==> config.mk <==
export PLATFORM = sky130hd
export DESIGN_NAME = multiplier_contention_interlock
export DESIGN_NICKNAME = d
export VERILOG_FILES = /design/src/design/multiplier_busy_counter.v /design/src/design/multiplier_contention_interlock.v
export VERILOG_INCLUDE_DIRS = /design/src /design/src/design
export SDC_FILE = /design/constraint.sdc
export NUM_CORES = 1
export LEC_CHECK = 0
export BUFFER_PORTS_ARGS = -buffer_cell sky130_fd_sc_hd__buf_2
export CAP_MARGIN = 20
export CORE_ASPECT_RATIO = 1.2
export CORE_MARGIN = 1.5
export CORE_UTILIZATION = 50
export CTS_BUF_LIST = sky130_fd_sc_hd__clkbuf_4 sky130_fd_sc_hd__clkbuf_8
export CTS_CLUSTER_DIAMETER = 60
export DETAILED_ROUTE_END_ITERATION = 16
export PLACE_DENSITY = 0.74
export SLEW_MARGIN = 20
export SYNTH_ARGS = -nofsm -noshare
export SYNTH_HDL_FRONTEND = slang
export SYNTH_HIERARCHICAL = 1
export SYNTH_SLANG_ARGS = --single-unit
==> constraint.sdc <==
create_clock -name mclk -period 2 [get_ports mclk]
set_clock_uncertainty 0.2 [all_clocks]
set_input_delay 0.2 -clock mclk [delete_from_list [all_inputs] [get_ports mclk]]
set_output_delay 0.2 -clock mclk [all_outputs]
set_load 0.005 [all_outputs]
==> src/design/mult_interlock_regs.vh <==
// Constants for the multiplier contention interlock: instruction class codes,
// sequencer state codes, multiplier busy counts and the gap threshold.
// Assumes the decoder supplies a 4-bit class code for each instruction.
`ifndef MULT_INTERLOCK_REGS_VH
`define MULT_INTERLOCK_REGS_VH

// ----------------------------------------------------------------------------
// Instruction class codes
// ----------------------------------------------------------------------------
`define CLASS_W                         4
`define CLASS_OTHER                     4'h0
`define CLASS_SIGNED_WORD_MULTIPLY      4'h1
`define CLASS_SIGNED_DOUBLE_LENGTH      4'h2
`define CLASS_UNSIGNED_DOUBLE_LENGTH    4'h3
`define CLASS_LONG_PRODUCT_MULTIPLY     4'h4
`define CLASS_LONG_MULTIPLY_ACCUMULATE  4'h5
`define CLASS_WORD_MULTIPLY_ACCUMULATE  4'h6
`define CLASS_ACC_STORE_TO_REGISTER     4'h7
`define CLASS_ACC_STORE_TO_MEMORY       4'h8
`define CLASS_ACC_LOAD_FROM_REGISTER    4'h9
`define CLASS_ACC_LOAD_FROM_MEMORY      4'hA

// ----------------------------------------------------------------------------
// Memory access sequencer states, one-hot
// ----------------------------------------------------------------------------
`define SEQ_W                           4
`define SEQ_IDLE                        4'h1
`define SEQ_MEM                         4'h2
`define SEQ_FIRST                       4'h4
`define SEQ_MULT                        4'h8

// ----------------------------------------------------------------------------
// Multiplier busy counts, in multiplier busy cycles
// ----------------------------------------------------------------------------
`define BUSY_W                          3
`define BUSY_NONE                       3'h0
`define BUSY_WORD                       3'h2
`define BUSY_DOUBLE_LENGTH              3'h4
`define BUSY_LONG_MAC                   3'h4
`define BUSY_WORD_MAC                   3'h2

// ----------------------------------------------------------------------------
// Unrelated instructions that saturate the gap count
// ----------------------------------------------------------------------------
`define GAP_W                           2
`define GAP_CLEAR                       2'h2

`endif

==> src/design/multiplier_busy_counter.v <==
// Multiplier busy down-counter.
// Assumes load and the count come from the interlock sequencer in the same clock.
`timescale 1ns/1ps
`default_nettype none
`include "mult_interlock_regs.vh"

module multiplier_busy_counter (
    input  wire                mclk,
    input  wire                rstn,
    input  wire                load,
    input  wire [`BUSY_W-1:0]  load_value,
    output reg  [`BUSY_W-1:0]  count,
    output wire                busy
);

    // ------------------------------------------------------------------------
    // Counter
    // ------------------------------------------------------------------------
    // Load wins over the decrement so a back-to-back multiply is not lost
    always @(posedge mclk) begin
        if (!rstn) begin
            count <= `BUSY_NONE;
        end else if (load) begin
            count <= load_value;
        end else if (count != `BUSY_NONE) begin
            count <= count - 3'h1;
        end
    end

    assign busy = (count != `BUSY_NONE);

endmodule
`default_nettype wire

==> src/design/multiplier_contention_interlock.v <==
// Interlock for the shared multiplier: decode hold, memory access sequencing,
// multiplier access stretching and fetch-versus-access slot splitting.
// Assumes the decoder presents one instruction class per cycle on id_valid
// and the fetch unit raises if_request until it is granted.
//
// Summary of operation
// - Accumulator store to memory gets a multiplier-read, memory-write stage contending fetch.
// - Accumulator load from register after word multiply gets a multiplier write stage.
// - That stage stretches while the multiplier runs and counts as one slot.
// - The register-load multiplier stage contends with fetch; the slot splits.
// - Accumulator load from memory gets a stretched, fetch-contending multiplier stage.
// - Signed, unsigned double-length and long product multiplies share one timing.
// - Double-length second access feeds the multiplier, busy four cycles afterwards.
// - Decode of the instruction after a double-length multiply holds one slot.
// - Either double-length access stage splits the slot with a fetch.
// - Unrelated instruction after double-length multiply sees a plain five-stage pipe.
// - Multiplier users right after a double-length multiply are detected as contention.
// - A multiplier user resets the gap count when decoded, so its contention stall lasts until the busy count runs out.
`timescale 1ns/1ps
`default_nettype none
`include "mult_interlock_regs.vh"

module multiplier_contention_interlock (
    input  wire                 mclk,
    input  wire                 rstn,
    input  wire                 id_valid,
    input  wire [`CLASS_W-1:0]  id_class,
    input  wire                 id_memory,
    input  wire                 if_request,
    output reg                  id_hold,
    output reg                  ma_bus_grant,
    output reg                  if_bus_grant,
    output reg                  slot_split,
    output reg                  ma_stretch,
    output reg                  mult_start,
    output reg                  mult_busy,
    output reg                  mult_contention
);

    // ------------------------------------------------------------------------
    // Class decode
    // ------------------------------------------------------------------------
    function is_double_length;
        input [`CLASS_W-1:0] c;
        begin
            is_double_length = (c == `CLASS_SIGNED_DOUBLE_LENGTH) ||
                               (c == `CLASS_UNSIGNED_DOUBLE_LENGTH) ||
                               (c == `CLASS_LONG_PRODUCT_MULTIPLY);
        end
    endfunction

    function uses_multiplier;
        input [`CLASS_W-1:0] c;
        begin
            uses_multiplier = (c != `CLASS_OTHER);
        end
    endfunction

    function [`BUSY_W-1:0] busy_after;
        input [`CLASS_W-1:0] c;
        begin
            case (c)
                `CLASS_SIGNED_WORD_MULTIPLY:     busy_after = `BUSY_WORD;
                `CLASS_SIGNED_DOUBLE_LENGTH:     busy_after = `BUSY_DOUBLE_LENGTH;
                `CLASS_UNSIGNED_DOUBLE_LENGTH:   busy_after = `BUSY_DOUBLE_LENGTH;
                `CLASS_LONG_PRODUCT_MULTIPLY:    busy_after = `BUSY_DOUBLE_LENGTH;
                `CLASS_LONG_MULTIPLY_ACCUMULATE: busy_after = `BUSY_LONG_MAC;
                `CLASS_WORD_MULTIPLY_ACCUMULATE: busy_after = `BUSY_WORD_MAC;
                default:                         busy_after = `BUSY_NONE;
            endcase
        end
    endfunction

    // ------------------------------------------------------------------------
    // State
    // ------------------------------------------------------------------------
    reg                 ex_valid;
    reg [`CLASS_W-1:0]  ex_class;
    reg                 ex_memory;
    reg [`SEQ_W-1:0]    seq_state;
    reg [`CLASS_W-1:0]  seq_class;
    reg [`GAP_W-1:0]    gap;
    reg                 last_double;
    reg                 last_word;

    reg [`SEQ_W-1:0]    next_seq_state;
    reg [`CLASS_W-1:0]  next_seq_class;
    reg                 next_ex_valid;
    reg                 stage_wait;
    reg                 ma_bus;
    reg                 mult_end;
    reg                 seq_free;

    wire [`BUSY_W-1:0]  busy_count;
    wire                busy_now;
    wire                id_accept;
    wire                ex_move;
    wire                gap_ok;

    assign id_accept = id_valid && !id_hold;
    assign gap_ok    = (gap >= `GAP_CLEAR);

    // ------------------------------------------------------------------------
    // Busy counter
    // ------------------------------------------------------------------------
    multiplier_busy_counter u_busy (
        .mclk       (mclk),
        .rstn       (rstn),
        .load       (mult_end && (busy_after(seq_class) != `BUSY_NONE)),
        .load_value (busy_after(seq_class)),
        .count      (busy_count),
        .busy       (busy_now)
    );

    // ------------------------------------------------------------------------
    // Sequencer
    // ------------------------------------------------------------------------
    always @* begin
        stage_wait     = 1'b0;
        ma_bus         = 1'b0;
        mult_end       = 1'b0;
        seq_free       = 1'b0;
        next_seq_state = seq_state;
        next_seq_class = seq_class;
        case (seq_state)
            `SEQ_IDLE: begin
                seq_free = 1'b1;
            end
            `SEQ_MEM: begin
                ma_bus   = 1'b1;
                seq_free = 1'b1;
            end
            `SEQ_FIRST: begin
                // First access stage takes the bus
                ma_bus         = 1'b1;
                next_seq_state = `SEQ_MULT;
            end
            `SEQ_MULT: begin
                // Wait on nonzero counter
                // Word multiply results never block a double-length feed
                stage_wait = busy_now && !gap_ok &&
                             !(is_double_length(seq_class) && last_word);
                if (!stage_wait) begin
                    ma_bus   = 1'b1;
                    mult_end = 1'b1;
                    seq_free = 1'b1;
                end
            end
            default: begin
                next_seq_state = `SEQ_IDLE;
            end
        endcase
        if (seq_free) begin
            next_seq_state = `SEQ_IDLE;
            if (ex_valid) begin
                next_seq_class = ex_class;
                if (is_double_length(ex_class) ||
                    (ex_class == `CLASS_LONG_MULTIPLY_ACCUMULATE)) begin
                    next_seq_state = `SEQ_FIRST;
                end else if (uses_multiplier(ex_class)) begin
                    next_seq_state = `SEQ_MULT;
                end else if (ex_memory) begin
                    next_seq_state = `SEQ_MEM;
                end
            end
        end
    end

    assign ex_move = ex_valid && seq_free;

    always @* begin
        next_ex_valid = ex_valid;
        if (ex_move) begin
            next_ex_valid = 1'b0;
        end
        if (id_accept) begin
            next_ex_valid = 1'b1;
        end
    end

    // ------------------------------------------------------------------------
    // Registers
    // ------------------------------------------------------------------------
    always @(posedge mclk) begin
        if (!rstn) begin
            ex_valid    <= 1'b0;
            ex_class    <= `CLASS_OTHER;
            ex_memory   <= 1'b0;
            seq_state   <= `SEQ_IDLE;
            seq_class   <= `CLASS_OTHER;
            gap         <= `GAP_CLEAR;
            last_double <= 1'b0;
            last_word   <= 1'b0;
        end else begin
            ex_valid  <= next_ex_valid;
            seq_state <= next_seq_state;
            seq_class <= next_seq_class;
            if (id_accept) begin
                ex_class  <= id_class;
                ex_memory <= id_memory;
            end
            // Owner of the busy count, not the follower, decides contention
            if (mult_end && (busy_after(seq_class) != `BUSY_NONE)) begin
                last_double <= is_double_length(seq_class);
                last_word   <= (seq_class == `CLASS_SIGNED_WORD_MULTIPLY);
            end
            if (id_accept) begin
                if (uses_multiplier(id_class)) begin
                    gap         <= 2'h0;
                end else if (gap != `GAP_CLEAR) begin
                    gap <= gap + 2'h1;
                end
            end
        end
    end

    // ------------------------------------------------------------------------
    // Outputs
    // ------------------------------------------------------------------------
    // Decode hold is conservative: it waits for an idle sequencer, which costs
    // a slot behind plain memory stages but keeps the execute latch from overflowing
    always @(posedge mclk) begin
        if (!rstn) begin
            id_hold         <= 1'b0;
            ma_bus_grant    <= 1'b0;
            if_bus_grant    <= 1'b0;
            slot_split      <= 1'b0;
            ma_stretch      <= 1'b0;
            mult_start      <= 1'b0;
            mult_busy       <= 1'b0;
            mult_contention <= 1'b0;
        end else begin
            id_hold      <= (id_accept && is_double_length(id_class)) ||
                            (next_ex_valid && (next_seq_state != `SEQ_IDLE));
            ma_bus_grant <= ma_bus;
            // Access first, fetch in the split half
            if_bus_grant <= if_request && !ma_bus;
            slot_split   <= if_request && ma_bus;
            ma_stretch   <= stage_wait;
            mult_start   <= mult_end && (busy_after(seq_class) != `BUSY_NONE);
            mult_busy    <= busy_now;
            mult_contention <= stage_wait && last_double;
        end
    end

endmodule
`default_nettype wire

Word-level counts from Yosys, hierarchy flattened. Index checks and enable logic that the tools add are counted.

Register bits after elaboration: 29. Input bits: 9.

Order comparisons: 1. Reduce and logical (&&, ||, !) cells: 38. Multiplexer cells: 19. Equal/unequal tests: 19. $add $sub $neg: 2.

Operators with widths (number): equality test 4 x 2 -> 1 bit (second input constant) (7); equality test 4 x 3 -> 1 bit (second input constant) (7); 2-to-1 mux 4 bit (4); logical AND 1 bit (12); 2-to-1 mux 3 bit (3); nonzero test 3 bit (3); equality test 4 x 1 -> 1 bit (second input constant) (2); logical OR 1 bit (8); one-hot mux 4 bit (2 select lines) (1); nonzero test 4 bit (2); 2-to-1 mux 2 bit (3); one-hot mux 3 bit (2 select lines) (1); OR reduction 2 bit (3); 2-to-1 mux 1 bit (5); equality test 4 bit (second input constant) (1); logical NOT 1 bit (4); != test 4 x 1 -> 1 bit (second input constant) (1); one-hot mux 1 bit (2 select lines) (2); AND reduction 2 bit (2); nonzero test 2 bit (2); OR reduction 4 bit (1); OR reduction 3 bit (1); subtractor 3 x 1 -> 3 bit (second input constant) (1); adder 2 x 1 -> 2 bit (second input constant) (1); other kinds (2) (2).

Depth between registers and ports, before layout.
Word-level depth: 13. Depth in mapped cells: 8.

Hierarchy. Netlist, hierarchy kept.

By module, submodules not included: multiplier_contention_interlock (area an instance 1213.7 um^2, instances 1, cells each 135, seq. area each 520.5 um^2); multiplier_busy_counter (area an instance 201.4 um^2, instances 1, cells each 21, seq. area each 60.1 um^2).

Worst setup path before layout. OpenSTA, ideal clock, no wires.

Path type: flip-flop to flip-flop. From: register seq_class[2]. To: register u_busy.count[0]. Stages on the path, launching flop included: 6. Clock period less this slack: 2.103 ns. Path slack: -0.103 ns. Arrival time: 1.790 ns. Path through: dfxtp_1 -> or3b_4 -> a211oi_2 -> o211a_1 -> nor2b_1 -> a2111oi_1.

Cells in the longest elaborated chain, start to end: 10.

Ends and longest elaborated chain: from (decl) (RTL line multiplier_contention_interlock.v:81) `` reg [`CLASS_W-1:0] seq_class; ``; from (signal assigned) (RTL line multiplier_contention_interlock.v:190) `` seq_class <= `CLASS_OTHER; ``; from (signal assigned) (RTL line multiplier_contention_interlock.v:197) `seq_class <= next_seq_class;`; equality test 4 x 2 -> 1 bit (RTL line multiplier_contention_interlock.v:62) `case (c)`; logical OR 1 bit (2 in series) (RTL line multiplier_contention_interlock.v:46) `` is_double_length = (c == `CLASS_SIGNED_DOUBLE_LENGTH) || ``; logical AND 1 bit (RTL line multiplier_contention_interlock.v:142) `!(is_double_length(seq_class) && last_word);`; logical NOT 1 bit (RTL line multiplier_contention_interlock.v:142); logical AND 1 bit (RTL line multiplier_contention_interlock.v:141) `stage_wait = busy_now && !gap_ok &&`; 2-to-1 mux 1 bit (RTL line multiplier_contention_interlock.v:143) `if (!stage_wait) begin`; 2-to-1 mux 1 bit (RTL line multiplier_contention_interlock.v:125) `case (seq_state)`; logical AND 1 bit (*) (RTL line multiplier_contention_interlock.v:109) `` .load (mult_end && (busy_after(seq_class) != `BUSY_NONE)), ``; 2-to-1 mux 3 bit / nonzero test 2 bit (equally long branches); to (signal assigned) (RTL line multiplier_busy_counter.v:22) `` count <= `BUSY_NONE; ``; to (signal assigned) (RTL line multiplier_busy_counter.v:24) `count <= load_value;`; to (signal assigned) (RTL line multiplier_busy_counter.v:26) `count <= count - 3'h1;`; to (decl) (RTL line multiplier_busy_counter.v:12) `` output reg [`BUSY_W-1:0] count, ``.

Every way passes the cells marked *; elsewhere a longest branch is shown, timed or not. A chain may end at the register's enable or synchronous reset.

Worst setup path in the final report.
From: register seq_state[0]. To: register seq_class[0].

Cells in the longest elaborated chain, start to end: 4.

Ends and longest elaborated chain: from (decl) (RTL line multiplier_contention_interlock.v:80) `` reg [`SEQ_W-1:0] seq_state; ``; from (signal assigned) (RTL line multiplier_contention_interlock.v:189) `` seq_state <= `SEQ_IDLE; ``; from (signal assigned) (RTL line multiplier_contention_interlock.v:196) `seq_state <= next_seq_state;`; equality test 4 x 2 -> 1 bit / equality test 4 x 1 -> 1 bit (equally long branches) (RTL line multiplier_contention_interlock.v:125); OR reduction 2 bit (no line); one-hot mux 1 bit (2 select lines) (*) (RTL line multiplier_contention_interlock.v:125); AND reduction 2 bit (no line) (*).

Marks and branches as above.

==> impl_results.md <==
* Outcome: complete, but fails checks
* Failing checks: setup timing
* Post-Layout Cell Count at between 200 and 250
* Nets at between 200 and 250
* Delay-heaviest family, CP: simple AND/OR/NAND/NOR gates
* Final wirelength at 3.40 mm
* Cts bufs inserted at 5
* Fmax at 484 MHz
* Share of post-route cells with drive strength above 1 at about 33%
* Fin. max-slew vios at 0
* Final setup fails at 11
* Row cnt at 20
* Netlist Area Pre-Place at around 0.0014 mm^2
* Initial DRC count at 36
* Arrival time at the worst endpoint at 2.10 ns
* Slowest cell delay on critical path at 0.61 ns
* DP HPWL at 2.21 mm
* Final setup margin at -0.0671 ns
* Critical path depth at 6
* First-pass iteration count of the detailed router at 4
* Sequential cell area at 584 um^2
* Area growth from synthesis to layout at 36.4%
* CP required at roughly 2.0 ns
* Net Count, Synth at 168
* Finished Cell Area at slightly below 0.002 mm^2
* Most common cell after layout, fill and taps aside: dfxtp_1
* Worst path bufs/invs at 1
* Crit path cell chain: or4b_4, a2111oi_4, buf_4, o21ai_4, mux2i_1, nor2b_1
* Chip Width at 51.6 um
* Bufs on Longest Clock Path at 2
* Via Count at 1303
* Synth Flop Type: dfxtp_1
* Post-layout util at between 70 and 80%
* Placed instance area at 0.00167 mm^2
* GR Util All Layers at 24.1%
* Most frequent cells in the layout: 26 x dfxtp_1, 20 x buf_4, 17 x nand2_1
* Post-synth EDFFs at 0
* Number of remaining DRC errors at 0
* Initial cell density of the core at 54.4%
* Max Cap Viol at 0
* Crit Path Class: register to register
* Max FO, Critical Path at 5
* Cell Count Post-Placement at 220
* Fill cell count at 214
* Core Area at approximately 0.0026 mm^2
* # diodes at 0
* HP Class: input pin to register
* Post-synth ARST share at 0%
* Power Dens Cells at ~850 mW/mm^2
* RSZ-0062 raised after global routing: yes
* Number of hold violations in the final report at 0
* DR WL/cell at 14.2 um
* Placer Congestion at roughly 0.84
* Via/cell ratio at between 5 and 6
* Initial antenna violation count at 0
* Lkg Pwr at 0.000811 uW
* Hold path cells at 2
* Number of global-route vias before repair at 1268
* CP max-delay cell: or4b_4
* Register area share after synthesis at 41.0%
* FF+latch count, synth at 29
* Max IR drop VDD at 0.000715 V
* Yosys cell types at 43
* CP Capture Type: register
* Worst-Skew Late Latency at 0.34 ns
* Clock root buffer: clkbuf_4
* Routed Antenna Nets at 0
* Reg clk slew, reported paths at 0.09 ns
* CTS tree: done
* Die Ht at 61.3 um
* Area of the multi-input gates at 878 um^2
* CTS sink count at 29
* Minimum clock period at about 2.1 ns
* Total I/O pin count at 17
* R2R cell count at 6
* First-pass GRT wire length at 5.42 mm
* Startpoint types: register
* Period utilization at 103%
* Die area at approximately 0.0032 mm^2
* Pre-CTS setup slack at -0.0978 ns
* Congestion Overflow GR at 0
* Synth Warn # at 6
* Post-synthesis average cell area at 9.07 um^2
* CTS HTree Levels at 2
* Pin count of the biggest net entering global routing at 17
* Synth Instances at ~160
* I/O Buffers at 16
==> metal layers <==
metal | up-vias | routed length (um) | global-route usage [%]
met5 | - | 0 | 0
met4 | 0 | 46 | 10.2
met3 | 5 | 127 | 8.25
met2 | 24 | 1840 | 45.4
met1 | 627 | 1390 | 24.3
li1 | 647 | - | -
==> cells in the mapped netlist, drive strengths merged, types with 3 or more instances <==
master | n | area share, %
a2111oi | 3 | 3.4
a211oi | 3 | 1.9
a21boi | 4 | 2.1
a21oi | 7 | 2.5
and2 | 7 | 3.1
dfxtp | 29 | 41
ha | 3 | 2.7
inv | 10 | 2.7
mux2i | 7 | 5.0
nand2 | 17 | 4.5
nand2b | 5 | 2.2
nor2 | 8 | 2.1
nor2b | 11 | 5.2
nor3 | 5 | 1.8
nor3b | 3 | 1.6
nor4 | 3 | 1.3
o21ai | 6 | 2.9
==> registers in the layout, summed over array words and instances (netlist names) <==
name / count
mult_busy: 1
ma_bus_grant: 1
seq_class: 4
mult_start: 1
u_busy/count: 3
ma_stretch: 1
last_word: 1
ex_valid: 1
slot_split: 1
if_bus_grant: 1
seq_state: 4
mult_contention: 1
ex_class: 4
last_double: 1
ex_memory: 1
gap: 2
id_hold: 1
==> final timing paths <==
check / from / to / slack, ns
hold reg to reg: last_double / mult_contention / 0.28
setup / recovery: seq_state[0] / seq_class[0] / -0.07
setup reg to reg: seq_state[0] / seq_class[0] / -0.07
hold / removal: rstn / ex_class[2] / 0.02
==> cells by family (layout without fill, tap and decap cells) <==
family,after synthesis,in the layout,share of synthesized area [%]
buffers and inverters,12,61,3.18
multiplexers,7,7,4.95
AND/OR/NAND/NOR,68,68,27.2
AO/OA/AOI/OAI,34,36,19.5
adder cells (fa/ha/maj),3,3,2.65
flip-flops,29,29,41.0
XOR/XNOR,2,2,1.24
other,1,1,0.265
==> what timing repair did <==
| action | 4_1_cts | 5_1_grt |
|---|---|---|
| resized for setup | 6 | 11 |
| hold buffers | 7 | 0 |
| gates cloned | 0 | 2 |
| setup endpoints to repair | 15 | 16 |
| buffers inserted | 0 | 3 |
| endpoints found under the hold margin | 9 | 0 |
| pin swaps | 5 | 4 |
==> area by class of cell <==
type | instances | area share, %
clock inverters | 1 | 1.56
clock buffers | 7 | 3.05
repair buffers | 43 | 15.6
flip-flops and latches | 29 | 30.3
inverters | 10 | 1.94
multi-input cells | 117 | 45.5
well taps | 33 | 2.14
==> report_power, final <==
part | total [uW] | internal [uW] | switching, uW | leakage, uW
Sequential | 671 | 631 | 39.9 | 0.000237
Clock | 523 | 312 | 211 | 0.0000489
Combinational | 440 | 239 | 201 | 0.000525
Total | 1630 | 1180 | 452 | 0.000811
==> metrics by stage <==
stage / total power (uW) / TNS, ns / hold slack (ns)
after detailed placement: 1050 / -0.386 / 0.230
final: 1630 / -0.413 / 0.0202
after global placement: 1030 / -0.0286 / 0.218
after floorplan: 899 / -0.0175 / 0.114
after CTS: 1600 / -0.0740 / 0.00732
after global routing: 1720 / -1.33 / 0.0189
No activity file was read; power rests on OpenSTA's default activity.
